[src/common/psd_pkg.sv]
// Purpose: constants, field layouts and types for the synthesizer control block
// Assumes: clk_sys at 50 MHz, serial write words shifted least significant bit first
// Notes: frame = 4-bit mode code, then 24 data bits in, or 23 readback bits out
//
// Overview of operation
// - sensitivity bit zero selects degraded intermediate input
// - reset clears factory check bits without writes
// - port readback bits follow actual port pin levels
// - readback values captured on entering read mode
// - lock flag zero unlocked, one locked/stopped
// - twenty count bits, most significant first
// - shift clock may idle high or low
// - band bit one: high band, prescaler halves
// - swallow mode divides low band by value
// - direct mode divides low band, 4..4095
// - reference bits choose comparison frequency
// - shifted bits take effect at chip-enable fall
// - count enable zero clears; rising starts measurement
package psd_pkg;

    // ****************************************************************
    // timing
    // ****************************************************************
    localparam int CLK_MHZ = 50;
    localparam int MS_TIME_US = 1000;
    localparam int MS_CYCLES_DEF = MS_TIME_US * CLK_MHZ;

    // ****************************************************************
    // serial frame
    // ****************************************************************
    localparam int MODE_BITS = 4;
    localparam logic [4:0] FRAME_BITS = 5'h18;
    localparam int READ_BITS = 23;
    localparam int COUNT_BITS = 20;
    localparam logic [3:0] MODE_WRITE_FIRST = 4'h1;
    localparam logic [3:0] MODE_WRITE_SECOND = 4'h2;
    localparam logic [3:0] MODE_READ = 4'h3;
    localparam logic [23:0] FIRST_RESET = 24'h000000;
    localparam logic [23:0] SECOND_RESET = 24'h000100;

    // ****************************************************************
    // register port
    // ****************************************************************
    localparam logic [3:0] REG_STATUS = 4'h0;
    localparam logic [3:0] REG_MASK = 4'h1;
    localparam logic [3:0] REG_DIVISOR = 4'h2;
    localparam logic [3:0] REG_COUNT = 4'h3;
    localparam int ST_LATCHED = 0;
    localparam int ST_READBACK = 1;
    localparam int ST_MEASURED = 2;
    localparam int STATUS_BITS = 3;

    // ****************************************************************
    // reference and gate codes
    // ****************************************************************
    localparam logic [3:0] REF_CODE_25K = 4'h3;
    localparam logic [3:0] REF_CODE_5K = 4'hA;
    localparam logic [3:0] REF_CODE_10K = 4'h8;
    localparam logic [6:0] GATE_MS_4 = 7'h04;
    localparam logic [6:0] GATE_MS_8 = 7'h08;
    localparam logic [6:0] GATE_MS_32 = 7'h20;
    localparam logic [6:0] GATE_MS_64 = 7'h40;

    typedef enum logic [1:0] {PSD_REF_OTHER, PSD_REF_25K, PSD_REF_5K, PSD_REF_10K} psd_ref_type;

    typedef struct packed {
        logic [3:0] reference_select_bits;
        logic spare;
        logic count_enable_bit;
        logic band_input_select_bit;
        logic swallow_select_bit;
        logic [15:0] divisor_bits;
    } psd_first_word_type;

    typedef struct packed {
        logic [11:0] spare;
        logic [2:0] factory_check_bits;
        logic intermediate_sensitivity_bit;
        logic unlock_width_sel_high;
        logic unlock_width_sel_low;
        logic gate_time_high;
        logic gate_time_low;
        logic port_out_second;
        logic port_out_first;
        logic port_direction_second;
        logic port_direction_first;
    } psd_second_word_type;

endpackage : psd_pkg

[src/verilog/psd_top.sv]
// Purpose: serial control, readback, programmable divider and count of the synthesizer
// Assumes: all pins asynchronous to clk_sys; unlock_detect_in is on clk_sys
// Notes: pin edges are found by sampling, so the shift clock must stay well below clk_sys
//
// Added by the designer: the plain strobed port and the address map.
`timescale 1ns/1ps
`default_nettype none
module psd_top
    import psd_pkg::*;
#(
    parameter int MS_CYCLES = MS_CYCLES_DEF
) (
    input wire logic clk_sys,
    input wire logic reset,
    input wire logic chip_enable_pin,
    input wire logic shift_tick_pin,
    input wire logic serial_input_pin,
    output logic serial_out_o,
    output logic serial_out_oe,
    input wire logic bidir_port_pin_first_i,
    output logic bidir_port_pin_first_o,
    output logic bidir_port_pin_first_oe,
    input wire logic bidir_port_pin_second_i,
    output logic bidir_port_pin_second_o,
    output logic bidir_port_pin_second_oe,
    input wire logic high_band_input,
    input wire logic low_band_input,
    input wire logic if_input,
    input wire logic unlock_detect_in,
    output logic divided_pulse_o,
    output logic band_select_o,
    output logic sensitivity_normal_o,
    output logic [2:0] factory_check_o,
    output psd_ref_type ref_sel_o,
    input wire logic [3:0] reg_addr,
    input wire logic [31:0] reg_wdata,
    input wire logic reg_wr,
    input wire logic reg_rd,
    output logic [31:0] reg_rdata,
    output logic irq_o
);

    // ****************************************************************
    // input synchronisers
    // ****************************************************************
    localparam int IN_CE = 7;
    localparam int IN_CL = 6;
    localparam int IN_DI = 5;
    localparam int IN_P1 = 4;
    localparam int IN_P2 = 3;
    localparam int IN_HB = 2;
    localparam int IN_LB = 1;
    localparam int IN_IF = 0;

    logic [7:0] pins_raw;
    logic [7:0] meta_ff;
    logic [7:0] sync_ff;
    logic [7:0] prev_ff;

    assign pins_raw = {chip_enable_pin, shift_tick_pin, serial_input_pin,
                       bidir_port_pin_first_i, bidir_port_pin_second_i,
                       high_band_input, low_band_input, if_input};

    // two flops per pin, then a third stage only for edge finding
    always_ff @(posedge clk_sys) begin
        if (reset) begin
            meta_ff <= 8'h00;
            sync_ff <= 8'h00;
            prev_ff <= 8'h00;
        end else begin
            meta_ff <= pins_raw;
            sync_ff <= meta_ff;
            prev_ff <= sync_ff;
        end
    end

    logic ce_high;
    logic ce_rise;
    logic ce_fall;
    logic cl_rise;
    logic hb_edge;
    logic lb_edge;
    logic if_edge;
    assign ce_high = sync_ff[IN_CE];
    assign ce_rise = sync_ff[IN_CE] & ~prev_ff[IN_CE];
    assign ce_fall = ~sync_ff[IN_CE] & prev_ff[IN_CE];
    // only rising shift edges inside the frame count, so the idle level is irrelevant
    assign cl_rise = ce_high & sync_ff[IN_CL] & ~prev_ff[IN_CL];
    assign hb_edge = sync_ff[IN_HB] & ~prev_ff[IN_HB];
    assign lb_edge = sync_ff[IN_LB] & ~prev_ff[IN_LB];
    assign if_edge = sync_ff[IN_IF] & ~prev_ff[IN_IF];

    // ****************************************************************
    // serial frame engine
    // ****************************************************************
    typedef enum logic [2:0] {SER_IDLE, SER_MODE, SER_WRITE, SER_READ, SER_SKIP} psd_ser_type;

    psd_ser_type ser_state_ff;
    logic [4:0] bit_cnt_ff;
    logic [3:0] mode_sh_ff;
    logic [3:0] mode_ff;
    logic [23:0] shift_ff;
    logic [3:0] nxt_mode;
    logic capture;
    logic latch_w1;
    logic latch_w2;

    assign nxt_mode = {sync_ff[IN_DI], mode_sh_ff[3:1]};
    assign capture = cl_rise && ser_state_ff == SER_MODE
                     && bit_cnt_ff == 5'(MODE_BITS - 1) && nxt_mode == MODE_READ;
    // a frame counts only when exactly a full word arrived
    assign latch_w1 = ce_fall && ser_state_ff == SER_WRITE && bit_cnt_ff == FRAME_BITS
                      && mode_ff == MODE_WRITE_FIRST;
    assign latch_w2 = ce_fall && ser_state_ff == SER_WRITE && bit_cnt_ff == FRAME_BITS
                      && mode_ff == MODE_WRITE_SECOND;

    // mode decode, data shift and bit counting
    always_ff @(posedge clk_sys) begin
        if (reset) begin
            ser_state_ff <= SER_IDLE;
            bit_cnt_ff <= 5'h00;
            mode_sh_ff <= 4'h0;
            mode_ff <= 4'h0;
            shift_ff <= 24'h000000;
        end else if (ce_fall) begin
            ser_state_ff <= SER_IDLE;
        end else if (ce_rise) begin
            ser_state_ff <= SER_MODE;
            bit_cnt_ff <= 5'h00;
        end else if (cl_rise) begin
            unique case (ser_state_ff)
                SER_MODE: begin
                    mode_sh_ff <= nxt_mode;
                    bit_cnt_ff <= bit_cnt_ff + 5'h01;
                    if (bit_cnt_ff == 5'(MODE_BITS - 1)) begin
                        mode_ff <= nxt_mode;
                        bit_cnt_ff <= 5'h00;
                        if (nxt_mode == MODE_WRITE_FIRST || nxt_mode == MODE_WRITE_SECOND) begin
                            ser_state_ff <= SER_WRITE;
                        end else if (nxt_mode == MODE_READ) begin
                            ser_state_ff <= SER_READ;
                        end else begin
                            ser_state_ff <= SER_SKIP;
                        end
                    end
                end
                SER_WRITE: begin
                    shift_ff <= {sync_ff[IN_DI], shift_ff[23:1]};
                    if (bit_cnt_ff != 5'h1F) begin
                        bit_cnt_ff <= bit_cnt_ff + 5'h01; // saturates: long frames are dropped
                    end
                end
                SER_IDLE, SER_READ, SER_SKIP: begin
                end
            endcase
        end
    end

    // ****************************************************************
    // control words
    // ****************************************************************
    psd_first_word_type word1_ff;
    psd_second_word_type word2_ff;

    // first word: divisor, band, swallow, count enable, reference
    always_ff @(posedge clk_sys) begin
        if (reset) begin
            word1_ff <= psd_first_word_type'(FIRST_RESET);
        end else if (latch_w1) begin
            word1_ff <= psd_first_word_type'(shift_ff);
        end
    end

    // second word; reset value leaves the check bits clear
    always_ff @(posedge clk_sys) begin
        if (reset) begin
            word2_ff <= psd_second_word_type'(SECOND_RESET);
        end else if (latch_w2) begin
            word2_ff <= psd_second_word_type'(shift_ff);
        end
    end

    assign sensitivity_normal_o = word2_ff.intermediate_sensitivity_bit;
    assign factory_check_o = word2_ff.factory_check_bits;
    assign band_select_o = word1_ff.band_input_select_bit;
    assign bidir_port_pin_first_o = word2_ff.port_out_first;
    assign bidir_port_pin_first_oe = word2_ff.port_direction_first;
    assign bidir_port_pin_second_o = word2_ff.port_out_second;
    assign bidir_port_pin_second_oe = word2_ff.port_direction_second;

    // ****************************************************************
    // reference select decode
    // ****************************************************************
    function automatic psd_ref_type ref_decode(input logic [3:0] code);
        ref_decode = PSD_REF_OTHER;
        if (code == REF_CODE_25K) ref_decode = PSD_REF_25K;
        if (code == REF_CODE_5K) ref_decode = PSD_REF_5K;
        if (code == REF_CODE_10K) ref_decode = PSD_REF_10K;
    endfunction : ref_decode

    psd_ref_type ref_sel_ff;
    always_ff @(posedge clk_sys) begin
        if (reset) begin
            ref_sel_ff <= PSD_REF_OTHER;
        end else begin
            ref_sel_ff <= ref_decode(word1_ff.reference_select_bits);
        end
    end
    assign ref_sel_o = ref_sel_ff;

    // ****************************************************************
    // programmable divider
    // ****************************************************************
    // count loaded per input event; direct mode drops the four low divisor bits
    function automatic logic [15:0] set_count(input psd_first_word_type w);
        if (w.band_input_select_bit || w.swallow_select_bit) begin
            set_count = w.divisor_bits;
        end else begin
            set_count = {4'h0, w.divisor_bits[15:4]};
        end
    endfunction : set_count

    logic prescale_ff;
    logic [15:0] div_cnt_ff;
    logic div_pulse_ff;
    logic div_event;
    logic [15:0] div_set;

    assign div_set = set_count(word1_ff);
    // high band passes the halving prescaler, swallow bit ignored there
    assign div_event = word1_ff.band_input_select_bit ? (hb_edge & prescale_ff) : lb_edge;

    always_ff @(posedge clk_sys) begin
        if (reset) begin
            prescale_ff <= 1'b0;
        end else if (hb_edge) begin
            prescale_ff <= ~prescale_ff;
        end
    end

    // down counter; cleared on a new first word so a changed divisor acts at the next event
    always_ff @(posedge clk_sys) begin
        if (reset) begin
            div_cnt_ff <= 16'h0000;
            div_pulse_ff <= 1'b0;
        end else begin
            div_pulse_ff <= 1'b0;
            if (latch_w1) begin
                div_cnt_ff <= 16'h0000;
            end else if (div_event) begin
                if (div_cnt_ff == 16'h0000) begin
                    div_cnt_ff <= div_set - 16'h0001;
                    div_pulse_ff <= 1'b1;
                end else begin
                    div_cnt_ff <= div_cnt_ff - 16'h0001;
                end
            end
        end
    end
    assign divided_pulse_o = div_pulse_ff;

    // ****************************************************************
    // intermediate frequency counter
    // ****************************************************************
    typedef enum logic [1:0] {MEAS_IDLE, MEAS_GATE, MEAS_DONE} psd_meas_type;

    function automatic logic [6:0] gate_ms(input logic hi, input logic lo);
        unique case ({hi, lo})
            2'b00: gate_ms = GATE_MS_4;
            2'b01: gate_ms = GATE_MS_8;
            2'b10: gate_ms = GATE_MS_32;
            2'b11: gate_ms = GATE_MS_64;
        endcase
    endfunction : gate_ms

    psd_meas_type meas_state_ff;
    logic [21:0] gate_timer_ff;
    logic [COUNT_BITS-1:0] if_count_ff;
    logic [21:0] gate_len;
    logic cte_rise;
    logic cte_clear;
    logic meas_done;

    assign gate_len = 22'(gate_ms(word2_ff.gate_time_high, word2_ff.gate_time_low)) * 22'(MS_CYCLES);
    psd_first_word_type shift_word;
    assign shift_word = psd_first_word_type'(shift_ff);
    assign cte_rise = latch_w1 && shift_word.count_enable_bit && !word1_ff.count_enable_bit;
    assign cte_clear = latch_w1 && !shift_word.count_enable_bit;
    assign meas_done = meas_state_ff == MEAS_GATE && gate_timer_ff == gate_len - 22'h000001;

    // gate runs once per enable rise; the count saturates rather than wraps
    always_ff @(posedge clk_sys) begin
        if (reset) begin
            meas_state_ff <= MEAS_IDLE;
            gate_timer_ff <= 22'h000000;
            if_count_ff <= '0;
        end else if (cte_clear) begin
            meas_state_ff <= MEAS_IDLE;
            gate_timer_ff <= 22'h000000;
            if_count_ff <= '0;
        end else if (cte_rise) begin
            meas_state_ff <= MEAS_GATE;
            gate_timer_ff <= 22'h000000;
            if_count_ff <= '0;
        end else if (meas_state_ff == MEAS_GATE) begin
            gate_timer_ff <= gate_timer_ff + 22'h000001;
            if (if_edge && if_count_ff != {COUNT_BITS{1'b1}}) begin
                if_count_ff <= if_count_ff + 20'h00001;
            end
            if (meas_done) begin
                meas_state_ff <= MEAS_DONE;
            end
        end
    end

    // ****************************************************************
    // readback word
    // ****************************************************************
    logic [READ_BITS-1:0] rb_sh_ff;
    logic lock_now;
    logic dout_oe_ff;

    // stopped detection reads as locked
    assign lock_now = ~(word2_ff.unlock_width_sel_high | word2_ff.unlock_width_sel_low)
                      | ~unlock_detect_in;

    // snapshot on entering read mode, then shift out one bit per rising edge
    always_ff @(posedge clk_sys) begin
        if (reset) begin
            rb_sh_ff <= '0;
        end else if (capture) begin
            rb_sh_ff <= {sync_ff[IN_P1], sync_ff[IN_P2], lock_now, if_count_ff};
        end else if (cl_rise && ser_state_ff == SER_READ) begin
            rb_sh_ff <= {rb_sh_ff[READ_BITS-2:0], 1'b0};
        end
    end

    // open drain: pull low only for a zero bit inside a read frame
    always_ff @(posedge clk_sys) begin
        if (reset) begin
            dout_oe_ff <= 1'b0;
        end else begin
            dout_oe_ff <= ce_high && ser_state_ff == SER_READ && !rb_sh_ff[READ_BITS-1];
        end
    end
    assign serial_out_oe = dout_oe_ff;
    assign serial_out_o = rb_sh_ff[READ_BITS-1];

    // ****************************************************************
    // register port and interrupt
    // ****************************************************************
    logic [STATUS_BITS-1:0] status_ff;
    logic [STATUS_BITS-1:0] mask_ff;
    logic [STATUS_BITS-1:0] nxt_status;
    logic [STATUS_BITS-1:0] status_clr;
    logic [STATUS_BITS-1:0] status_set;
    logic [31:0] rdata_ff;
    logic irq_ff;

    assign status_clr = (reg_wr && reg_addr == REG_STATUS) ? reg_wdata[STATUS_BITS-1:0] : '0;
    assign status_set = {meas_done, capture, latch_w1 | latch_w2};
    // set beats a clear arriving in the same cycle
    assign nxt_status = (status_ff & ~status_clr) | status_set;

    always_ff @(posedge clk_sys) begin
        if (reset) begin
            status_ff <= '0;
            mask_ff <= '0;
            irq_ff <= 1'b0;
        end else begin
            status_ff <= nxt_status;
            irq_ff <= |(status_ff & mask_ff);
            if (reg_wr && reg_addr == REG_MASK) begin
                mask_ff <= reg_wdata[STATUS_BITS-1:0];
            end
        end
    end

    // read data valid the cycle after the strobe only; unmapped reads zero
    always_ff @(posedge clk_sys) begin
        if (reset) begin
            rdata_ff <= 32'h00000000;
        end else begin
            rdata_ff <= 32'h00000000;
            if (reg_rd) begin
                unique case (reg_addr)
                    REG_STATUS: rdata_ff <= 32'(status_ff);
                    REG_MASK: rdata_ff <= 32'(mask_ff);
                    REG_DIVISOR: rdata_ff <= {15'h0000, word1_ff.band_input_select_bit, div_set};
                    REG_COUNT: rdata_ff <= 32'(if_count_ff);
                    default: rdata_ff <= 32'h00000000;
                endcase
            end
        end
    end
    assign reg_rdata = rdata_ff;
    assign irq_o = irq_ff;
endmodule : psd_top
`default_nettype wire

[config.mk]
export PLATFORM = sky130hd
export DESIGN_NAME = psd_top
export DESIGN_NICKNAME = d
export VERILOG_FILES = /design/src/common/psd_pkg.sv /design/src/verilog/psd_top.sv
export SDC_FILE = /design/constraint.sdc
export NUM_CORES = 1
export LEC_CHECK = 0
export ABC_AREA = 1
export BUFFER_PORTS_ARGS = -buffer_cell sky130_fd_sc_hd__buf_2
export CORE_MARGIN = 5
export CORE_UTILIZATION = 40
export CTS_CLUSTER_DIAMETER = 80
export DETAILED_ROUTE_END_ITERATION = 12
export GPL_TIMING_DRIVEN = 0
export PLACE_DENSITY = 0.65
export SLEW_MARGIN = 20
export SYNTH_ARGS = -nofsm -noshare
export SYNTH_HDL_FRONTEND = slang
export SYNTH_SLANG_ARGS = --single-unit
export TNS_END_PERCENT = 20
[constraint.sdc]
create_clock -name clk_sys -period 4.1 [get_ports clk_sys]
set_clock_uncertainty 0.15 [all_clocks]
set_input_delay 0.82 -clock clk_sys [delete_from_list [all_inputs] [get_ports clk_sys]]
set_output_delay 0.82 -clock clk_sys [all_outputs]
set_load 0.01 [all_outputs]
==> results of run 1 <==
-- layout by cell type (no fill, tap or decap), drive strengths merged, types with 4 or more instances in the layout --
cell,count
clkinvlp,4
conb,13
ha,22
bufinv,4
o22ai,5
a22oi,13
a21boi,4
dfxtp,210
a21oi,111
nor4,6
xnor2,7
nand4,14
inv,193
nand3,68
clkbuf,61
o21ai,99
nor3,34
nor2,146
nand2,296
buf,93
a31oi,26
a211oi,14
xor2,24
clkinv,7
-- metal layers --
layer | up-vias | routed length [µm] | GRT usage
li1 | 4640 | - | -
met2 | 224 | 12400 | 0.313
met5 | - | 0 | 0
met3 | 43 | 1420 | 0.0249
met4 | 0 | 576 | 0.0455
met1 | 4087 | 11500 | 0.237
-- tightest hold or removal path, delay by kind of cell (launching register included) --
family / cells / cell delay [ns]
DFF: 1 / 0.29
buffers and inverters: 1 / 0.04
and+or+nand+nor: 1 / 0.03
-- cell usage after synthesis (14+ instances only) --
master / instances / area share
a21oi_1: 110 / 0.055
o21ai_0: 89 / 0.044
nor2_1: 133 / 0.050
a211oi_1: 14 / 0.010
clkbuf_1: 31 / 0.012
dfxtp_1: 210 / 0.42
xor2_1: 24 / 0.021
nand4_1: 14 / 0.0087
nand2_1: 281 / 0.11
nand2_2: 14 / 0.0087
nor3_1: 29 / 0.014
a31oi_1: 26 / 0.016
ha_1: 22 / 0.027
inv_1: 189 / 0.071
buf_4: 18 / 0.013
nand3_1: 66 / 0.033
-- how the worst min path moves through the flow --
stage	end	depth (start not counted)
6_report	sync_ff[5]$_SDFF_PP0_	2
5_1_grt	sync_ff[5]$_SDFF_PP0_	2
4_1_cts	sync_ff[5]$_SDFF_PP0_	2
3_5_place_dp	sync_ff[5]$_SDFF_PP0_	2
3_3_place_gp	sync_ff[6]$_SDFF_PP0_	2
2_1_floorplan	sync_ff[0]$_SDFF_PP0_	2
-- cell type report --
| type | count | area share |
|---|---|---|
| plain buffers | 70 | 0.0348 |
| clock inverters | 14 | 0.0180 |
| repair buffers | 54 | 0.0233 |
| clock buffers | 30 | 0.0563 |
| well taps | 330 | 0.0356 |
| inverters | 194 | 0.0627 |
| multi-input cells | 922 | 0.407 |
| flip-flops and latches | 210 | 0.362 |
-- state kept, by name, summed over array words and instances (netlist names), 4 cells and up --
signal         count
div_cnt_ff        16
meta_ff            8
if_count_ff       20
sync_ff            8
bit_cnt_ff         5
word1_ff          22
mode_ff            4
word2_ff           4
rb_sh_ff          23
reg_rdata         20
gate_timer_ff     22
prev_ff            5
shift_ff          24
-- power by group --
part	internal, mW	total [mW]	switching [mW]
logic	0.144	0.444	0.300
registers	2.06	2.07	0.00976
clock network	1.39	2.29	0.891
total	3.60	4.80	1.20
-- cells by family after synthesis --
logic type	synth area share
XOR/XNOR	0.0271
AND/OR/NAND/NOR	0.249
adder cells (fa/ha/maj)	0.0295
other	0.000374
flip-flops	0.420
buffers and inverters	0.113
AO/OA/AOI/OAI	0.161
==> results.sh, run 1 <==
export IMPL_slew_headroom=0.469
export IMPL_final_hold_violation_count=0
export IMPL_async_flop_share=0
export IMPL_start_util=0.402
export IMPL_gp_routability_congestion=0.881
export IMPL_vias=8994
export IMPL_critPathLaunchType="register"
export IMPL_cp_slowest_cell="dfxtp_1"
export IMPL_placedCellCount=1780
export IMPL_fin_crit_ns=3.51
export IMPL_clock_latency_ns=0.53
export IMPL_grt_pass1_vias=8444
export IMPL_core_area_um2=24900
export IMPL_grt_pass1_wl_um=42400
export IMPL_synth_area_um2=10000
export IMPL_cts_resized_gates=0
export IMPL_path_cells="inv_1, ha_1, ha_1, fa_1, ha_1, ha_1, xor2_1, or2_0, nand3_1, nor3_1, nand3_1, nand2_1, a21boi_0"
export IMPL_endpoint="meas_state_ff[0]$_SDFFE_PP0P_"
export IMPL_crit_required_ns=4.37
export IMPL_multi_input_area_um2=4730
export IMPL_seq_area_um2=4200
export IMPL_drive_above_1_share=0.121
export IMPL_cp_end_kind="register"
export IMPL_fin_cells=1824
export IMPL_tritoncts="yes"
export IMPL_cts_inserted_buffers=24
export IMPL_grt_total_usage=0.180
export IMPL_port_buffers=54
export IMPL_rrSetupSlack_ns=0.59
export IMPL_final_nets=1548
export IMPL_cp_num_buf_inv=1
export IMPL_setup_worst_path_start="word2_ff[5]$_SDFFE_PP0P_"
export IMPL_p_total_mw=4.80
export IMPL_grt_overflow=0
export IMPL_worstHoldPathType="reg -> reg"
export IMPL_drc=0
export IMPL_rsz0062_at_grt="no"
export IMPL_place_area_um2=10700
export IMPL_grt_max_degree=14
export IMPL_max_stage_delay_ns=0.48
export IMPL_hpwl_um=19700
export IMPL_row_count=58
export IMPL_die_h_um=168
export IMPL_setup_tns_ns=0
export IMPL_netlist_instances=1384
export IMPL_cp_arrival_ns=3.77
export IMPL_report_final_slew_viol_count=0
export IMPL_synth_cell_types=51
export IMPL_vias_per_cell=4.93
export IMPL_worst_pin_slew_ns=0.791
export IMPL_cts_htree_levels=1
export IMPL_cts_setup_buffers=0
export IMPL_drt_initial_drc_count=634
export IMPL_die_area_um2=28300
export IMPL_crit_top_cell="ha_1"
export IMPL_synth_seq_cells=210
export IMPL_cts_buffer_depth=3
export IMPL_place_ws_ns=0.641
export IMPL_r2r_end="meas_state_ff[0]$_SDFFE_PP0P_"
export IMPL_hp_start="meta_ff[5]$_SDFF_PP0_"
export IMPL_syn_area_per_cell_um2=7.24
export IMPL_cts_hold_buf=0
export IMPL_final_cell_area_um2=11600
export IMPL_cpLargestDelayFamily="adder cells"
export IMPL_fmax_mhz=285
export IMPL_synth_flop_cell="dfxtp_1"
export IMPL_whs_ns=0.250
export IMPL_cts_sinks=210
export IMPL_cap_violations=0
export IMPL_power_leakage_nw=4.77
export IMPL_drt_first_pass_iters=5
export IMPL_wirelength_um=26000
export IMPL_status="finished, final reports clean"
export IMPL_reg2reg_from="word2_ff[5]$_SDFFE_PP0P_"
export IMPL_fillers=2488
export IMPL_syn_to_final_growth_pct=15.9
export IMPL_worst_r2r_cell_count=13
export IMPL_antenna_found_initial=0
export IMPL_ios=96
export IMPL_ant_nets=0
export IMPL_path_clk_slew_ns=0.06
export IMPL_ys_warn_count=0
export IMPL_worstPathMaxFanout=6
export IMPL_n_antenna_cell=0
export IMPL_die_w_um=168
export IMPL_ir_worst_vdd_mv=0.319
export IMPL_wire_per_inst_um=14.2
export IMPL_powerDensity_nw_per_um2=414
export IMPL_ys_seq_area_frac=0.420
export IMPL_criticalPathCategory="reg -> reg"
export IMPL_fin_crit_sh=0.856
export IMPL_final_util=0.466
export IMPL_clockRootBuffer="clkbuf_16"
export IMPL_worst_slack_ns=0.592
export IMPL_final_setup_viol_count=0
export IMPL_synth_edf_count=0
export IMPL_worst_path_stages=13
Note: power is estimated with default switching activity, not from simulation.
==> run 2, diff against run 1 <==
--- a/config.mk
+++ b/config.mk
@@ -5,7 +5,6 @@
 export SDC_FILE = /design/constraint.sdc
 export NUM_CORES = 1
 export LEC_CHECK = 0
-export ABC_AREA = 1
 export BUFFER_PORTS_ARGS = -buffer_cell sky130_fd_sc_hd__buf_2
 export CORE_MARGIN = 5
 export CORE_UTILIZATION = 40
==> results.sh, run 2 <==
export IMPL_status="finished, final reports clean"
export IMPL_yosysMostFrequentCell="dfxtp_1"
export IMPL_setup_tns_ns=0
export IMPL_drt_first_pass_iters=5
export IMPL_synth_area_um2=9480
export IMPL_slew_headroom=0.420
export IMPL_row_count=56
export IMPL_grt_total_usage=0.176
export IMPL_final_hold_violation_count=0
export IMPL_synth_edf_count=0
export IMPL_path_cells="inv_1, ha_1, ha_1, fa_1, ha_1, ha_1, xor2_1, xnor2_1, o221ai_1, nor4_2, nor3b_1, nor2_1"
export IMPL_report_final_slew_viol_count=0
export IMPL_grt_pass1_vias=7501
export IMPL_clock_latency_ns=0.52
export IMPL_fillers=2352
export IMPL_synth_cell_types=70
export IMPL_cts_htree_levels=1
export IMPL_vias_per_cell=5.16
export IMPL_cts_setup_buffers=0
export IMPL_critPathLaunchType="register"
export IMPL_crit_required_ns=4.35
export IMPL_syn_area_per_cell_um2=8.41
export IMPL_port_buffers=53
export IMPL_final_setup_viol_count=0
export IMPL_fmax_mhz=264
export IMPL_die_h_um=164
export IMPL_synth_area_leaders="dfxtp_1, nand2_1, a21oi_1"
export IMPL_wire_per_inst_um=15.4
export IMPL_ios=96
export IMPL_ys_warn_count=0
export IMPL_synth_adder_area_share=0.0311
export IMPL_cts_inserted_buffers=24
export IMPL_synth_simple_area_share=0.253
export IMPL_cp_slowest_cell="dfxtp_1"
export IMPL_powerDensity_nw_per_um2=423
export IMPL_synth_mux_area_frac=0.0501
export IMPL_ir_worst_vdd_mv=0.204
export IMPL_tritoncts="yes"
export IMPL_async_flop_share=0
export IMPL_drive_above_1_share=0.117
export IMPL_cp_arrival_ns=4.04
export IMPL_crit_top_cell="ha_1"
export IMPL_path_clk_slew_ns=0.06
export IMPL_layout_common_cells="dfxtp_1, nand2_1, nor2_1, a21oi_1, buf_2"
export IMPL_drc=0
export IMPL_cts_sinks=210
export IMPL_cts_buffer_depth=3
export IMPL_worst_pin_slew_ns=0.862
export IMPL_die_area_um2=26900
export IMPL_grt_max_degree=14
export IMPL_hpwl_um=17500
export IMPL_synth_flop_cell="dfxtp_1"
export IMPL_grt_pass1_wl_um=38700
export IMPL_worstPathMaxFanout=7
export IMPL_regMostFlops="shift_ff"
export IMPL_yosys_area_top_type_share=0.443
export IMPL_yosys_top_cells_count="dfxtp_1, nand2_1, nor2_1, a21oi_1, mux2i_1"
export IMPL_syn_to_final_growth_pct=16.6
export IMPL_top_regs="shift_ff (24), rb_sh_ff (23)"
export IMPL_drt_initial_drc_count=456
export IMPL_synth_compound_area_share=0.132
export IMPL_synth_xor_area_frac=0.0453
export IMPL_place_area_um2=10200
export IMPL_power_leakage_nw=4.18
export IMPL_start_util=0.405
export IMPL_largest_reg_flops=24
export IMPL_grt_overflow=0
export IMPL_synth_top_area_cell="dfxtp_1"
export IMPL_ant_nets=0
export IMPL_cpLargestDelayFamily="adder cells"
export IMPL_netlist_instances=1128
export IMPL_max_stage_delay_ns=0.50
export IMPL_die_w_um=164
export IMPL_final_common_cell="dfxtp_1"
export IMPL_worstHoldPathType="reg -> reg"
export IMPL_ys_seq_area_frac=0.443
export IMPL_core_area_um2=23400
export IMPL_fin_crit_sh=0.925
export IMPL_cap_violations=0
export IMPL_wirelength_um=24000
export IMPL_clockRootBuffer="clkbuf_16"
export IMPL_synth_top_family_by_area="simple AND/OR/NAND/NOR gates"
export IMPL_vias=8031
export IMPL_final_nets=1291
export IMPL_gp_routability_congestion=0.915
export IMPL_cp_num_buf_inv=1
export IMPL_antenna_found_initial=1
export IMPL_cp_end_kind="register"
export IMPL_final_cell_area_um2=11100
export IMPL_rsz0062_at_grt="no"
export IMPL_fin_crit_ns=3.79
export IMPL_criticalPathCategory="reg -> reg"
export IMPL_synth_seq_cells=210
run 2: changes by cell type in the layout (fill, tap and decap cells not counted), moves of 11 or more:
cell      previous run  this run
inv_1              189        15
nand2_1            281       177
o21ai_0             89        19
mux2i_1              0        43
nand3_1             66        32
nor2b_1              0        25
a31oi_1             26         3
a211oi_1            14        29
nand2_2             14         0
xnor2_1              7        21
and3_1               1        13
and2_1               0        11
run 2: per-stage QoR:
stage | util | hold WS, ns | setup slack, ns | std cells | power, mW
after floorplan | - | 0.264 | 0.688 | 1140 | 2.38
after global placement | 0.436 | 0.270 | 0.210 | 1512 | 2.46
after detailed placement | 0.436 | 0.277 | 0.130 | 1512 | 2.47
after CTS | 0.472 | 0.290 | 0.107 | 1555 | 4.72
after global routing | 0.473 | 0.312 | 0.0870 | 1556 | 4.85
final | 0.473 | 0.285 | 0.308 | 1556 | 4.68
run 2: report_power, final:
group          switching [mW]  internal, mW  leakage (nW)
clock network           0.847          1.41         0.412
registers              0.0190          2.06          1.70
logic                   0.213         0.133          2.07
run 2: cell families after synthesis:
kind of cell | count (synthesis)
muxes | 47
adders and majority gates | 23
xor gates and xnor gates | 49
and+or+nand+nor | 502
DFF | 210
buffers and inverters | 89
other | 1
AOI/OAI and AO/OA | 207
run 2: final cells by class:
| class | count | area, µm² | area share |
|---|---|---|---|
| multi-input combinational | 841 | 4920 | 0.445 |
| sequential | 210 | 4200 | 0.380 |
| clock buffer | 33 | 716 | 0.0647 |
| tap | 319 | 399 | 0.0361 |
| buffer | 74 | 365 | 0.0330 |
| timing repair buffer | 53 | 265 | 0.0240 |
| clock inverter | 10 | 133 | 0.0120 |
| inverter | 15 | 56.3 | 0.00509 |
| antenna | 1 | 2.50 | 0.000226 |
run 2: final timing paths:
path                            cells after the start                            end  slack, ns                startpoint
worst max-delay path                               12  meas_state_ff[0]$_SDFFE_PP0P_       0.31  word2_ff[5]$_SDFFE_PP0P_
worst min-delay path                                1          sync_ff[4]$_SDFF_PP0_       0.28     meta_ff[4]$_SDFF_PP0_
worst max register to register                     12  meas_state_ff[0]$_SDFFE_PP0P_       0.31  word2_ff[5]$_SDFFE_PP0P_
worst min register to register                      1          sync_ff[4]$_SDFF_PP0_       0.28     meta_ff[4]$_SDFF_PP0_
run 2: layer usage:
metal,track usage,wire (µm),vias up
li1,-,-,4050
met1,0.250,11300,3735
met2,0.279,10700,209
met3,0.0231,1330,37
met4,0.0522,601,0
met5,0,0,-
run 2: what timing repair did:
action	4_1_cts	5_1_grt
hold buffers	0	0
endpoints found under the setup margin	0	2
endpoints found under the hold margin	0	0
resized for setup	0	1
run 2: worst register-to-register path, stage by stage, from the launching register on:
cell and delay [ns]:
dfxtp_1 0.50, inv_1 0.15, ha_1 0.27, ha_1 0.33, fa_1 0.47, ha_1 0.31
ha_1 0.32, xor2_1 0.18, xnor2_1 0.14, o221ai_1 0.15, nor4_2 0.41, nor3b_1 0.23
nor2_1 0.06
